--- src/verilog/tci_pkg.sv ---
package tci_pkg;
    localparam int          CLK_MHZ            = 125;
    localparam int          RECOVERED_BIT_CLOCK_TAIL_US      = 6;
    localparam int          RECOVERED_BIT_CLOCK_TAIL_CYCLES  = RECOVERED_BIT_CLOCK_TAIL_US * CLK_MHZ;
    localparam int          CAL_INTERVAL_DFLT  = 1000000;
    localparam int          SW_DELAY_UNIT      = 16;
    localparam int          FREQ_WORD_BITS     = 23;
    localparam int          CFG_WORD_BITS      = 12;
    localparam logic [7:0]  ADDR_CTRL          = 8'h00;
    localparam logic [7:0]  ADDR_STATUS        = 8'h04;
    localparam logic [7:0]  ADDR_FREQ          = 8'h08;
    localparam logic [7:0]  ADDR_CFG           = 8'h0C;
    localparam logic [6:0]  CTRL_RESET         = 7'h00;
    localparam logic [2:0]  SLICER_PIN_IN_A    = 3'h4;
    localparam logic [2:0]  SLICER_PIN_IN_B    = 3'h5;
    localparam logic [2:0]  RATE_576K          = 3'h0;
    localparam logic [2:0]  RATE_2048K         = 3'h4;

    typedef enum logic [2:0] {
        TCI_STANDBY  = 3'b001,
        TCI_RECEIVE  = 3'b010,
        TCI_TRANSMIT = 3'b100
    } tci_mode_t;

    // Config word carried by any nonempty serial word that is not 23 bits long
    typedef struct packed {
        logic [5:0] spare;
        logic [2:0] rate;
        logic [2:0] slicer_mode_field;
    } tci_cfg_t;

    // Software control word
    typedef struct packed {
        logic       recover_clk_en;
        logic [5:0] sw_delay;
    } tci_ctrl_t;
endpackage : tci_pkg

--- src/verilog/tci_transceiver_ctl.sv ---
module tci_transceiver_ctl
    import tci_pkg::*;
#(
    parameter int CAL_INTERVAL_CYCLES = CAL_INTERVAL_DFLT
) (
    input  wire logic        sys_clk,               // System clock, 125 MHz
    input  wire logic        resetn,                // Synchronous reset
    input  wire logic        psel,                  // APB select
    input  wire logic        penable,               // APB access phase
    input  wire logic        pwrite,                // APB direction
    input  wire logic [7:0]  paddr,                 // APB byte address
    input  wire logic [31:0] pwdata,                // APB write data
    output logic             pready,                // APB ready
    output logic [31:0]      prdata,                // APB read data
    output logic             pslverr,               // APB error
    input  wire logic        ser_clk,               // Serial shift clock pin
    input  wire logic        ser_data,              // Serial data pin
    input  wire logic        ser_latch,             // Serial latch enable pin
    input  wire logic        chip_active_select,    // Chip enable pin
    input  wire logic        receive_select,        // Receive/transmit pin
    input  wire logic        synth_locked,          // Lock detector level
    input  wire logic        slicer_bit,            // Sliced demodulator bit
    input  wire logic        recovered_clk_raw,     // Clock recovery circuit output
    input  wire logic        slicer_time_select_i,  // Shared pin input
    output logic             slicer_time_select_o,  // Shared pin output
    output logic             slicer_time_select_oe, // Shared pin drive enable
    output logic             slicer_fast_tc,        // 1: 6 us, 0: 300 us slicer
    output logic             tr_switch_positive,    // Positive switch pin
    output logic             tr_switch_negative,    // Negative switch / bit clock
    output logic             pa_enable,             // Power amplifier enable
    output logic             rx_data_out,           // Digital receive output
    output logic             cal_start,             // Calibration trigger pulse
    output tci_mode_t        mode                   // Operating mode
);
    // Everything from a pin passes two flops; only the second stage is read
    logic [7:0] sync1, sync2, next_sync1, next_sync2;
    logic       sclk_d, en_d, next_sclk_d, next_en_d;
    logic       s_sclk, s_data, s_en, s_cas, s_rxs, s_lock, s_slice, s_rclk;
    logic       shift_evt, latch_evt;
    // The shared pin is a board strap, but it still crosses into this domain
    logic       sel_sync1, sel_sync2, next_sel_sync1, next_sel_sync2;

    always_comb begin
        next_sync1  = {recovered_clk_raw, slicer_bit, synth_locked, receive_select,
                       chip_active_select, ser_latch, ser_data, ser_clk};
        next_sync2  = sync1;
        next_sclk_d = s_sclk;
        next_en_d   = s_en;
        next_sel_sync1 = slicer_time_select_i;
        next_sel_sync2 = sel_sync1;
    end

    always_ff @(posedge sys_clk) begin
        if (!resetn) begin
            // Latch enable idles high; a low reset here would fake a load edge
            sync1     <= 8'h04;
            sync2     <= 8'h04;
            sclk_d    <= 1'b0;
            en_d      <= 1'b1;
            sel_sync1 <= 1'b0;
            sel_sync2 <= 1'b0;
        end else begin
            sync1     <= next_sync1;
            sync2     <= next_sync2;
            sclk_d    <= next_sclk_d;
            en_d      <= next_en_d;
            sel_sync1 <= next_sel_sync1;
            sel_sync2 <= next_sel_sync2;
        end
    end

    assign {s_rclk, s_slice, s_lock, s_rxs, s_cas, s_en, s_data, s_sclk} = sync2;
    assign shift_evt = s_sclk && !sclk_d && !s_en;
    assign latch_evt = s_en && !en_d;

    // Serial shifter and loaded words
    logic [31:0] shreg, next_shreg;
    logic [5:0]  bit_cnt, next_bit_cnt;
    logic [22:0] freq_word, next_freq_word;
    tci_cfg_t    cfg, next_cfg;
    logic        freq_load, next_freq_load;

    always_comb begin
        next_shreg     = shreg;
        next_bit_cnt   = bit_cnt;
        next_freq_word = freq_word;
        next_cfg       = cfg;
        next_freq_load = 1'b0;
        if (latch_evt) begin
            // The word is whatever arrived since the last latch, oldest bit highest
            next_bit_cnt = 6'h00;
            if (bit_cnt == 6'(FREQ_WORD_BITS)) begin
                next_freq_word = shreg[22:0];
                next_freq_load = 1'b1;
            end else if (bit_cnt != 6'h00) begin
                next_cfg = tci_cfg_t'(shreg[CFG_WORD_BITS-1:0]);
            end
        end else if (shift_evt) begin
            next_shreg = {shreg[30:0], s_data};
            if (bit_cnt != 6'h20) begin
                next_bit_cnt = bit_cnt + 6'h01;
            end
        end
    end

    always_ff @(posedge sys_clk) begin
        if (!resetn) begin
            shreg     <= 32'h0000_0000;
            bit_cnt   <= 6'h00;
            freq_word <= 23'h00_0000;
            cfg       <= tci_cfg_t'(12'h000);
            freq_load <= 1'b0;
        end else begin
            shreg     <= next_shreg;
            bit_cnt   <= next_bit_cnt;
            freq_word <= next_freq_word;
            cfg       <= next_cfg;
            freq_load <= next_freq_load;
        end
    end

    // Mode, switches, clock tail and calibration
    tci_ctrl_t  ctrl, next_ctrl;
    tci_mode_t  next_mode;
    logic       tx_sw, next_tx_sw;
    logic [9:0] dly_cnt, next_dly_cnt;
    logic [9:0] tail_cnt, next_tail_cnt;
    logic [31:0] cal_cnt, next_cal_cnt;
    logic       cal_done, next_cal_done, next_cal_start;
    logic       next_rx_data, pin_is_input, rclk_allowed, rclk_mode;

    assign pin_is_input = (cfg.slicer_mode_field == SLICER_PIN_IN_A) ||
                          (cfg.slicer_mode_field == SLICER_PIN_IN_B);
    assign rclk_allowed = (cfg.rate != RATE_576K) && (cfg.rate <= RATE_2048K);
    assign rclk_mode    = ctrl.recover_clk_en && rclk_allowed;

    always_comb begin
        next_mode = TCI_STANDBY;
        if (s_cas) begin
            next_mode = s_rxs ? TCI_RECEIVE : TCI_TRANSMIT;
        end
        // Switch state follows the mode after the programmed delay
        next_tx_sw   = tx_sw;
        next_dly_cnt = dly_cnt;
        if ((mode == TCI_TRANSMIT) == tx_sw) begin
            next_dly_cnt = 10'(ctrl.sw_delay) * 10'(SW_DELAY_UNIT);
        end else if (dly_cnt != 10'h000) begin
            next_dly_cnt = dly_cnt - 10'h001;
        end else begin
            next_tx_sw = (mode == TCI_TRANSMIT);
        end
        next_tail_cnt = tail_cnt;
        if (mode == TCI_RECEIVE) begin
            next_tail_cnt = 10'(RECOVERED_BIT_CLOCK_TAIL_CYCLES);
        end else if (tail_cnt != 10'h000) begin
            next_tail_cnt = tail_cnt - 10'h001;
        end
        next_cal_start = 1'b0;
        next_cal_done  = cal_done;
        next_cal_cnt   = cal_cnt;
        if (mode == TCI_STANDBY) begin
            next_cal_cnt = 32'h0000_0000;
        end else if (!cal_done || cal_cnt == 32'(CAL_INTERVAL_CYCLES - 1)) begin
            // Only a trigger; the analog loop absorbs it in the lock time
            next_cal_start = 1'b1;
            next_cal_done  = 1'b1;
            next_cal_cnt   = 32'h0000_0000;
        end else begin
            next_cal_cnt = cal_cnt + 32'h0000_0001;
            next_cal_start = freq_load || (next_mode == TCI_RECEIVE && mode != TCI_RECEIVE);
        end
        next_rx_data = (mode == TCI_RECEIVE) ? s_slice : 1'b0;
    end

    always_ff @(posedge sys_clk) begin
        if (!resetn) begin
            mode        <= TCI_STANDBY;
            tx_sw       <= 1'b0;
            dly_cnt     <= 10'h000;
            tail_cnt    <= 10'h000;
            cal_cnt     <= 32'h0000_0000;
            cal_done    <= 1'b0;
            cal_start   <= 1'b0;
            rx_data_out <= 1'b0;
        end else begin
            mode        <= next_mode;
            tx_sw       <= next_tx_sw;
            dly_cnt     <= next_dly_cnt;
            tail_cnt    <= next_tail_cnt;
            cal_cnt     <= next_cal_cnt;
            cal_done    <= next_cal_done;
            cal_start   <= next_cal_start;
            rx_data_out <= next_rx_data;
        end
    end

    // Pin drivers; an unlocked synthesizer parks the PA and positive switch inactive
    assign pa_enable             = (mode == TCI_TRANSMIT) && s_lock;
    assign tr_switch_positive    = tx_sw && s_lock && (mode == TCI_TRANSMIT);
    assign slicer_time_select_oe = !pin_is_input;
    assign slicer_time_select_o  = pin_is_input ? 1'b0 : s_lock;
    assign slicer_fast_tc        = pin_is_input && sel_sync2;
    always_comb begin
        if (rclk_mode) begin
            tr_switch_negative = (mode == TCI_RECEIVE || tail_cnt != 10'h000) ? s_rclk : 1'b1;
        end else begin
            tr_switch_negative = !(tx_sw && s_lock && mode == TCI_TRANSMIT);
        end
    end

    // APB slave: zero wait states, read data captured in the setup cycle
    logic [31:0] next_prdata;
    logic        next_pslverr, addr_ok;
    assign pready  = 1'b1;
    assign addr_ok = (paddr == ADDR_CTRL) || (paddr == ADDR_STATUS) ||
                     (paddr == ADDR_FREQ) || (paddr == ADDR_CFG);

    always_comb begin
        next_ctrl    = ctrl;
        next_prdata  = prdata;
        next_pslverr = pslverr;
        if (psel && !penable) begin
            next_pslverr = !addr_ok;
            case (paddr)
                ADDR_CTRL:   next_prdata = {25'h000_0000, ctrl};
                ADDR_STATUS: next_prdata = {20'h0_0000, bit_cnt, tx_sw, s_lock, cal_done, mode};
                ADDR_FREQ:   next_prdata = {9'h000, freq_word};
                ADDR_CFG:    next_prdata = {20'h0_0000, cfg};
                default:     next_prdata = 32'h0000_0000;
            endcase
        end
        if (psel && penable && pwrite && paddr == ADDR_CTRL) begin
            next_ctrl = tci_ctrl_t'(pwdata[6:0]);
        end
    end

    always_ff @(posedge sys_clk) begin
        if (!resetn) begin
            ctrl    <= tci_ctrl_t'(CTRL_RESET);
            prdata  <= 32'h0000_0000;
            pslverr <= 1'b0;
        end else begin
            ctrl    <= next_ctrl;
            prdata  <= next_prdata;
            pslverr <= next_pslverr;
        end
    end
endmodule : tci_transceiver_ctl
--- config.mk ---
export PLATFORM = sky130hd
export DESIGN_NAME = tci_transceiver_ctl
export DESIGN_NICKNAME = d
export VERILOG_FILES = /design/src/verilog/tci_pkg.sv /design/src/verilog/tci_transceiver_ctl.sv
export SDC_FILE = /design/constraint.sdc
export NUM_CORES = 1
export LEC_CHECK = 0
export BUFFER_PORTS_ARGS = -buffer_cell sky130_fd_sc_hd__buf_4
export CAP_MARGIN = 20
export CELL_PAD_IN_SITES_DETAIL_PLACEMENT = 2
export CELL_PAD_IN_SITES_GLOBAL_PLACEMENT = 2
export CORE_ASPECT_RATIO = 0.5
export CORE_UTILIZATION = 25
export CTS_BUF_LIST = sky130_fd_sc_hd__clkbuf_2
export DETAILED_ROUTE_END_ITERATION = 12
export PLACE_DENSITY = 0.6
export RECOVER_POWER = 25
export SLEW_MARGIN = 10
export SYNTH_ARGS = -nofsm -noshare
export SYNTH_HDL_FRONTEND = slang
export SYNTH_SLANG_ARGS = --single-unit
--- constraint.sdc ---
create_clock -name sys_clk -period 2.05 [get_ports sys_clk]
set_input_delay 0.3075 -clock sys_clk [delete_from_list [all_inputs] [get_ports sys_clk]]
set_output_delay 0.3075 -clock sys_clk [all_outputs]
set_load 0.005 [all_outputs]
==> impl_metrics.py, run 1 <==
metrics = {
    "status": {
        "outcome": "finished with violations",
        "violations": "setup timing",
    },
    "power_and_ir_drop": {
        "power_frac_clock": 0.295,
        "switching_share": 0.287,
        "power_density_mw_per_mm2": 696,
        "p_seq_frac": 0.564,
        "leakage_uw": 0.00347,
        "max-vdd-ir-drop_uv": 329,
        "switching_power_uw": 1820,
        "pwr-share-comb": 0.141,
        "p_int_uw": 4520,
    },
    "global_route": {
        "top_usage_layer": "met2",
        "grt_pass1_vias": 6823,
        "grtUsageTotal": 0.153,
        "grt_max_degree": 101,
        "grt_overflow": 0,
        "met2_usage": 0.269,
        "antenna_found_initial": 1,
        "met3_usage": 0.0346,
        "grt_pass1_wl_mm": 35.8,
        "grtUsageMet1": 0.188,
    },
    "finish": {
        "multi_input_area_mm2": 0.00355,
        "final_cell_mix": "dfxtp_1, buf_4, nor2_1, nand2_1, a21oi_1",
        "final_common_cell": "dfxtp_1",
        "design_area_mm2": 0.00912,
        "nets": 981,
        "drive_gt1_frac": 0.206,
        "nFillCells": 3154,
        "areaGrowthSynthToFinish_pct": 25.6,
        "seqCellArea_mm2": 0.00352,
    },
    "setup_path": {
        "cp_top_family": "simple AND/OR/NAND/NOR gates",
        "startpoint": "tail_cnt[1]$_SDFFE_PN0P_",
        "arrival_ns": 2.44,
        "critPathMaxFanout": 2,
        "start_kind": "flop",
        "r2r_start": "dly_cnt[4]$_SDFFE_PN0N_",
        "crit_slowest_cell": "or4b_4",
        "worstPathRequired_ns": 1.74,
        "worst_setup_path_end_kind": "output port",
        "max_stage_delay_ns": 0.48,
        "cp_cell_sequence": "inv_2, ha_4, or4b_4, nor3_4, a211oi_2, a21oi_1, buf_4",
        "crit_buf_inv": 2,
        "critPathKind": "reg -> out",
    },
    "synth": {
        "synth_area_leaders": "dfxtp_1, mux2i_1, nor2_1",
        "synth_cell_type_count": 58,
        "synth_seq_cells": 175,
        "syn_inst": 796,
        "syn_avg_cell_area_um2": 9.13,
        "synth_top_cell_by_area": "dfxtp_1",
        "async_flop_share": 0,
        "yosysSeqAreaShare": 0.482,
        "synth-edff-count": 0,
        "synth_top_area_frac": 0.482,
        "synth-main-ff-cell": "dfxtp_1",
        "ys_warn_count": 0,
        "syn-cell-area_mm2": 0.00727,
    },
    "detailed_routing": {
        "first_pass_iters": 4,
        "route.detailed.drc": 0,
        "ant_nets": 0,
        "routed_wl_mm": 22.0,
        "viasPerCell": 4.76,
        "wl_per_cell_um": 16.7,
        "via_count": 6271,
        "drt_iter0_markers": 271,
    },
    "timing": {
        "tns_ns": -4.36,
        "slew_viol_final": 0,
        "tightest_slew_ns": 1.16,
        "skew_ns": 0.0291,
        "max_slew_margin": 0.226,
        "worst_slack_ns": -0.698,
        "setup_violations": 76,
        "fmax_mhz": 364,
        "fin_crit_sh": 1.34,
        "rsz0062_at_grt": "yes",
        "hold_viol_final": 0,
        "min_period_ns": 2.75,
    },
    "cts": {
        "numClockSinks": 175,
        "cts_buffers": 17,
        "clk_path_buf_depth": 2,
        "insertion_delay_ns": 0.80,
        "clk_transition_reported_paths_ns": 0.26,
        "h-tree-depth": 4,
        "cts-root-buf": "clkbuf_2",
        "cts_tree": "done",
    },
    "place": {
        "post-place-ws_ns": 0.0430,
        "place_hpwl_mm": 14.9,
        "gp_congestion": 0.728,
        "port_buffers": 63,
        "dpl_cell_area_mm2": 0.00837,
    },
    "floorplan": {
        "die_area_mm2": 0.0298,
        "core_mm2": 0.0281,
        "initial_utilization": 0.258,
        "io_pins": 99,
        "num_rows": 43,
        "die_w_um": 243,
        "die_h_um": 123,
    },
    "run": {
        "maxCapViolCount": 0,
    },
    "min_path": {
        "hp-class": "in -> reg",
        "hold_start": "pwrite",
    },
}
## worst register-to-register path: cells and delay by family, from the launching register on
family | cells | cell delay, ns
AND/OR/NAND/NOR | 2 | 1.16
flip-flops | 1 | 0.42
AO/OA/AOI/OAI | 2 | 0.21
## layout make-up
| type | count | share of cell area |
|---|---|---|
| Multi-Input combinational cell | 558 | 0.389 |
| Tap cell | 382 | 0.0524 |
| Sequential cell | 175 | 0.386 |
| Clock buffer | 19 | 0.0104 |
| Inverter | 17 | 0.00699 |
| Timing Repair Buffer | 153 | 0.140 |
| Antenna cell | 1 | 0.000274 |
| Clock inverter | 13 | 0.0151 |
## state kept, by name (all words and copies together), names as in the netlist, 3 cells and up
| register | count |
|---|---|
| cal_cnt | 32 |
| freq_word | 23 |
| prdata | 23 |
| shreg | 23 |
| cfg | 12 |
| dly_cnt | 10 |
| tail_cnt | 10 |
| next_sync2 | 8 |
| sync2 | 8 |
| ctrl | 7 |
| bit_cnt | 6 |
| mode | 3 |
## through the flow
stage / hold slack, ns / utilization / cells / power, uW
final: 0.0941 / 0.324 / 1318 / 6350
after global routing: 0.0307 / 0.324 / 1318 / 6720
after CTS: 0.00447 / 0.324 / 1318 / 6480
after detailed placement: 0.421 / 0.298 / 1238 / 4410
after global placement: 0.406 / 0.298 / 1238 / 4360
after floorplan: 0.381 / - / 804 / 4110
## repair_timing
| item | in CTS | in global routing |
|---|---|---|
| setup endpoints to repair | 6 | 41 |
| pin swaps | 4 | 0 |
| resized for setup | 23 | 10 |
| hold endpoints to repair | 44 | 0 |
| hold buffers | 35 | 0 |
| buffers inserted | 13 | 1 |
## cells by family (layout without fill, tap and decap cells)
family,count (synthesis),in the layout,synth area share
flops,175,175,0.482
fa+ha+maj,5,5,0.00861
xor+xnor,25,25,0.0301
buf+inv,71,202,0.0436
compound gates,154,154,0.132
other cells,2,11,0.00103
mux,47,47,0.0777
simple gates,317,317,0.225
## routing by layer
metal,wire length (um),share of wire,vias up
met1,10400,0.47,3126
met5,0,0,-
met3,583,0.027,21
met2,10700,0.49,63
met4,320,0.015,0
li1,-,-,3061
## final timing paths
kind / endpoint / depth (start not counted) / slack, ns
max: tr_switch_negative / 7 / -0.70
min: ctrl[4]$_SDFFE_PN0P_ / 5 / 0.09
max reg2reg: dly_cnt[5]$_SDFFE_PN0N_ / 4 / 0.11
min reg2reg: mode[0]$_SDFF_PN1_ / 1 / 0.44
## synth_stat cells, types with 15 or more instances
cell      count
and2_1       22
inv_1        16
a22oi_1      23
clkbuf_1     36
a21oi_1      65
o21ai_0      26
xnor2_1      15
nor2_1       93
nand3_1      28
nand2_1      70
dfxtp_1     175
mux2i_1      35
## power groups by stage
stage | clock, uW | combinational [uW] | sequential, uW
after floorplan | 0 | 489 | 3620
after global placement | 0 | 737 | 3630
after detailed placement | 0 | 775 | 3630
after CTS | 1980 | 920 | 3580
after global routing | 2130 | 994 | 3600
final | 1870 | 894 | 3580
Note: power is estimated with default switching activity, not from simulation.
==> run 2: changes to the inputs <==
==> constraint.sdc (replaced) <==
create_clock -name sys_clk -period 2.05 [get_ports sys_clk]
set_input_delay 0.205 -clock sys_clk [delete_from_list [all_inputs] [get_ports sys_clk]]
set_output_delay 0.205 -clock sys_clk [all_outputs]
set_load 0.005 [all_outputs]
==> run 2 against run 1 <==
  * The flow still finishes with violations (setup timing)
  * Maximum frequency up 4.7%
  * Combinational power up 3.9%
  * Final cell count up 1.4%
  * Sequential power about the same
  * Register-to-register slack worse by 0.03 ns
  * Setup slack better by 0.12 ns
  * Worst hold slack better by 0.0096 ns
  * Sequential share of layout area down 0.76 points
==> impl_metrics.py, run 2 (synthesis gave the netlist of run 1 again) <==
metrics = {
    "floorplan": {
        "die_h_um": 123,
        "core_mm2": 0.0281,
        "initial_utilization": 0.258,
        "die_w_um": 243,
        "die_area_mm2": 0.0298,
        "io_pins": 99,
        "num_rows": 43,
    },
    "power_and_ir_drop": {
        "leakage_uw": 0.00357,
        "p_total_uw": 6410,
        "power_density_mw_per_mm2": 690,
        "max-vdd-ir-drop_uv": 279,
    },
    "global_route": {
        "grt_pass1_wl_mm": 36.4,
        "grtUsageTotal": 0.156,
        "met3_usage": 0.0346,
        "top_usage_layer": "met2",
        "antenna_found_initial": 0,
        "met2_usage": 0.272,
        "grt_overflow": 0,
        "grt_pass1_vias": 6933,
        "grtUsageMet1": 0.189,
        "grt_max_degree": 64,
    },
    "setup_path": {
        "worstPathRequired_ns": 1.85,
        "critPathMaxFanout": 2,
        "arrival_ns": 2.42,
        "r2r_cells": 7,
        "worst_setup_path_end_kind": "output port",
        "critPathKind": "reg -> out",
        "start_kind": "flop",
    },
    "status": {
        "violations": "setup timing",
        "outcome": "finished with violations",
    },
    "detailed_routing": {
        "routed_wl_mm": 22.5,
        "viasPerCell": 4.78,
        "first_pass_iters": 4,
        "wl_per_cell_um": 16.8,
        "via_count": 6385,
        "route.detailed.drc": 0,
        "ant_nets": 0,
        "drt_iter0_markers": 211,
    },
    "timing": {
        "setup_violations": 12,
        "rsz0062_at_grt": "yes",
        "slew_viol_final": 0,
        "hold_viol_final": 0,
        "fmax_mhz": 381,
        "fin_crit_sh": 1.28,
        "tns_ns": -1.14,
        "skew_ns": 0.0324,
        "tightest_slew_ns": 0.896,
        "worst_slack_ns": -0.573,
        "max_slew_margin": 0.403,
        "min_period_ns": 2.62,
    },
    "finish": {
        "largest_register_ff_count": 32,
        "nFillCells": 3158,
        "regMostFlops": "cal_cnt",
        "drive_gt1_frac": 0.205,
        "final_common_cell": "dfxtp_1",
        "antennaDiodeCount": 0,
        "utilization": 0.331,
        "seqCellArea_mm2": 0.00352,
        "stdcell_count": 1337,
        "multi_input_area_mm2": 0.00355,
        "final_cell_mix": "dfxtp_1, buf_4, nor2_1, nand2_1, a21oi_1",
        "areaGrowthSynthToFinish_pct": 28.0,
        "nets": 1001,
    },
    "cts": {
        "h-tree-depth": 4,
        "clk_path_buf_depth": 2,
        "cts-root-buf": "clkbuf_2",
        "numClockSinks": 175,
        "clk_transition_reported_paths_ns": 0.27,
        "cts_buffers": 17,
        "insertion_delay_ns": 0.82,
        "cts_tree": "done",
    },
    "place": {
        "gp_congestion": 0.764,
        "placedCellCount": 1242,
        "port_buffers": 63,
        "place_hpwl_mm": 15.2,
    },
    "run": {
        "maxCapViolCount": 0,
    },
    "min_path": {
        "min_delay_path_depth": 6,
        "hp-class": "in -> reg",
    },
}
run 2: cell type report:
type | count | area share
clock buffers | 20 | 0.0108
clock inverters | 12 | 0.0143
inverters | 17 | 0.00686
multi-input cells | 558 | 0.382
flip-flops and latches | 175 | 0.378
well taps | 382 | 0.0514
repair buffers | 173 | 0.157
run 2: worst paths after layout:
| check | start | to | slack [ns] |
|---|---|---|---|
| worst max-delay path | tail_cnt[1]$_SDFFE_PN0P_ | tr_switch_negative | -0.57 |
| worst min-delay path | paddr[6] | prdata[12]$_SDFFE_PN0P_ | 0.10 |
| worst max register to register | cal_cnt[10]$_SDFF_PP0_ | cal_cnt[31]$_SDFF_PP0_ | 0.08 |
| worst min register to register | next_sync2[3]$_SDFF_PN0_ | sync2[3]$_SDFF_PN0_ | 0.45 |
run 2: metrics by stage:
| step | instance area (um^2) | hold slack [ns] | setup slack [ns] |
|---|---|---|---|
| CTS | 9280 | 0.000402 | -0.699 |
| detailed placement | 8390 | 0.404 | -0.00310 |
| finish | 9300 | 0.104 | -0.573 |
| floorplan | 7300 | 0.278 | 0.133 |
| global route | 9300 | 0.00252 | -0.809 |
| global placement | 8390 | 0.403 | 0.00116 |
run 2: layer usage:
layer | vias to the layer above | routed length [um]
met2 | 62 | 10900
met3 | 28 | 489
met4 | 0 | 459
met5 | - | 0
li1 | 3091 | -
met1 | 3204 | 10600
run 2: what timing repair did:
item | CTS | global route
hold endpoints to repair | 118 | 0
hold buffers | 49 | 0
buffers inserted | 13 | 3
gates resized for setup | 24 | 7
pin swaps | 4 | 2
setup endpoints to repair | 31 | 18
run 2: power breakdown:
part	internal [uW]	leakage, uW	switching, uW
sequential	3510	0.00142	80.3
clock	586	0.000145	1310
combinational	470	0.00201	459
total	4560	0.00357	1850
run 2: worst max-delay path: stages (launching register included):
cell	delay, ns
dfxtp_2	0.38
inv_2	0.07
ha_4	0.13
or4b_4	0.47
nor3_4	0.20
a211oi_2	0.11
a21oi_1	0.14
buf_4	0.13
==> run 3: changes to the inputs <==
--- a/config.mk
+++ b/config.mk
@@ -13,7 +13,7 @@
 export CORE_UTILIZATION = 25
 export CTS_BUF_LIST = sky130_fd_sc_hd__clkbuf_2
 export DETAILED_ROUTE_END_ITERATION = 12
-export PLACE_DENSITY = 0.6
+export PLACE_DENSITY = 0.57
 export RECOVER_POWER = 25
 export SLEW_MARGIN = 10
 export SYNTH_ARGS = -nofsm -noshare
==> constraint.sdc (replaced) <==
create_clock -name sys_clk -period 2.7 [get_ports sys_clk]
set_input_delay 0.27 -clock sys_clk [delete_from_list [all_inputs] [get_ports sys_clk]]
set_output_delay 0.27 -clock sys_clk [all_outputs]
set_load 0.005 [all_outputs]
==> run 3 against run 2 <==
  * The flow now finishes without violations
  * Global-route usage decreased by 0.56 points
  * Sequential share of layout area up 2.2 points
  * Clock-buffer cell count is the same
  * Worst hold slack better by 0.031 ns
  * Total power shrank 26%
  * Critical path depth did not move
  * Non-clock buffer count fell by 57
  * Register-to-register slack improved by 0.50 ns
  * Utilization fell by 2.0 points
==> impl_metrics.py, run 3 (synthesis gave the netlist of run 1 again) <==
metrics = {
    "min_path": {
        "hp-class": "in -> reg",
    },
    "timing": {
        "hold_viol_final": 0,
        "min_period_ns": 2.68,
        "max_slew_margin": 0.0223,
        "tightest_slew_ns": 1.47,
        "fmax_mhz": 373,
        "fin_crit_sh": 0.992,
        "skew_ns": 0.0379,
        "rsz0062_at_grt": "yes",
        "slew_viol_final": 0,
        "setup_violations": 0,
        "tns_ns": 0,
    },
    "setup_path": {
        "critPathKind": "reg -> out",
        "start_kind": "flop",
        "crit_buf_inv": 2,
        "worst_setup_path_end_kind": "output port",
        "crit_slowest_cell": "or4b_4",
        "worstPathRequired_ns": 2.43,
        "critPathMaxFanout": 2,
        "cp_top_family": "simple AND/OR/NAND/NOR gates",
        "cp_cell_sequence": "inv_2, ha_4, or4b_4, nor3_4, a211oi_2, a21oi_1, buf_4",
        "arrival_ns": 2.41,
        "max_stage_delay_ns": 0.48,
    },
    "finish": {
        "multi_input_area_mm2": 0.00351,
        "areaGrowthSynthToFinish_pct": 20.4,
        "drive_gt1_frac": 0.157,
        "design_area_mm2": 0.00875,
        "antennaDiodeCount": 0,
        "final_common_cell": "dfxtp_1",
        "seqCellArea_mm2": 0.00351,
        "regMostFlops": "cal_cnt",
        "final_cell_mix": "dfxtp_1, nor2_1, buf_4, nand2_1, a21oi_1",
        "nFillCells": 3164,
        "largest_register_ff_count": 32,
        "nets": 944,
    },
    "floorplan": {
        "die_w_um": 243,
        "num_rows": 43,
        "die_h_um": 123,
        "initial_utilization": 0.258,
        "core_mm2": 0.0281,
        "io_pins": 99,
        "die_area_mm2": 0.0298,
    },
    "cts": {
        "h-tree-depth": 4,
        "insertion_delay_ns": 0.82,
        "cts-root-buf": "clkbuf_2",
        "numClockSinks": 175,
        "clk_transition_reported_paths_ns": 0.24,
        "cts_buffers": 17,
        "clk_path_buf_depth": 2,
        "cts_tree": "done",
    },
    "power_and_ir_drop": {
        "power_density_mw_per_mm2": 540,
        "leakage_uw": 0.00327,
        "max-vdd-ir-drop_uv": 214,
        "p_total_uw": 4720,
    },
    "global_route": {
        "grt_overflow": 0,
        "grtUsageTotal": 0.150,
        "grt_pass1_vias": 6560,
        "grt_max_degree": 101,
        "antenna_found_initial": 1,
        "grt_pass1_wl_mm": 34.9,
    },
    "detailed_routing": {
        "route.detailed.drc": 0,
        "routed_wl_mm": 21.3,
        "ant_nets": 0,
        "wl_per_cell_um": 16.7,
        "viasPerCell": 4.78,
        "drt_iter0_markers": 229,
        "first_pass_iters": 4,
        "via_count": 6118,
    },
    "place": {
        "port_buffers": 63,
        "place_hpwl_mm": 14.4,
        "dpl_cell_area_mm2": 0.00812,
        "gp_congestion": 0.734,
    },
    "status": {
        "outcome": "completed",
    },
    "run": {
        "maxCapViolCount": 0,
    },
}
-- run 3: cell types whose count changed in the layout (fill, tap and decap cells not counted), sizes merged --
cell and change:
clkbuf -4, clkinv +5, dlygate4sd3 -12, buf -41, inv -5
-- run 3: routing by layer --
layer  up-vias  track usage  wire (um)
met2        48        0.257      10300
li1       2978            -          -
met5         -            0          0
met4         0       0.0448        186
met1      3080        0.191      10300
met3        12       0.0326        538
-- run 3: through the flow --
step | hold WS [ns] | utilization | worst slack, ns | cells
after detailed placement | 0.405 | 0.289 | 0.533 | 1208
after floorplan | 0.343 | - | 0.718 | 804
final | 0.134 | 0.311 | 0.0205 | 1280
after CTS | 0.0148 | 0.311 | -0.112 | 1280
after global routing | 0.0666 | 0.311 | -0.189 | 1280
after global placement | 0.406 | 0.289 | 0.614 | 1208
-- run 3: path summary, 6_finish.rpt --
kind                            startpoint                     end  slack, ns  depth (start not counted)
hold reg to reg   next_sync2[0]$_SDFF_PN0_     sync2[0]$_SDFF_PN0_       0.44                          1
setup / recovery  tail_cnt[1]$_SDFFE_PN0P_      tr_switch_negative       0.02                          7
setup reg to reg     cal_cnt[0]$_SDFF_PP0_  cal_cnt[27]$_SDFF_PP0_       0.58                          6
hold / removal                    paddr[6]    pslverr$_SDFFE_PN0P_       0.13                          4
-- run 3: repair_timing --
action / CTS / global route
hold buffers: 37 / 0
endpoints found under the hold margin: 62 / 0
setup endpoints to repair: 1 / 1
pin swaps: 3 / 0
cloned: 0 / 0
gates resized for setup: 9 / 1
setup buffers: 3 / 0
-- run 3: layout make-up --
type                    count  share of cell area
well taps                 382              0.0546
flip-flops and latches    175               0.401
inverters                  17             0.00730
multi-input cells         558               0.401
clock buffers              20              0.0114
repair buffers            116               0.111
clock inverters            12              0.0137
-- run 3: tightest hold or removal path: stages --
cell and delay, ns:
buf_4 0.08, nor2_1 0.06, and3_1 0.35, nor2_1 0.16
-- run 3: where the power goes --
group / switching (uW) / total (uW) / internal (uW)
clock network: 955 / 1380 / 426
logic: 318 / 613 / 295
registers: 67.5 / 2730 / 2660
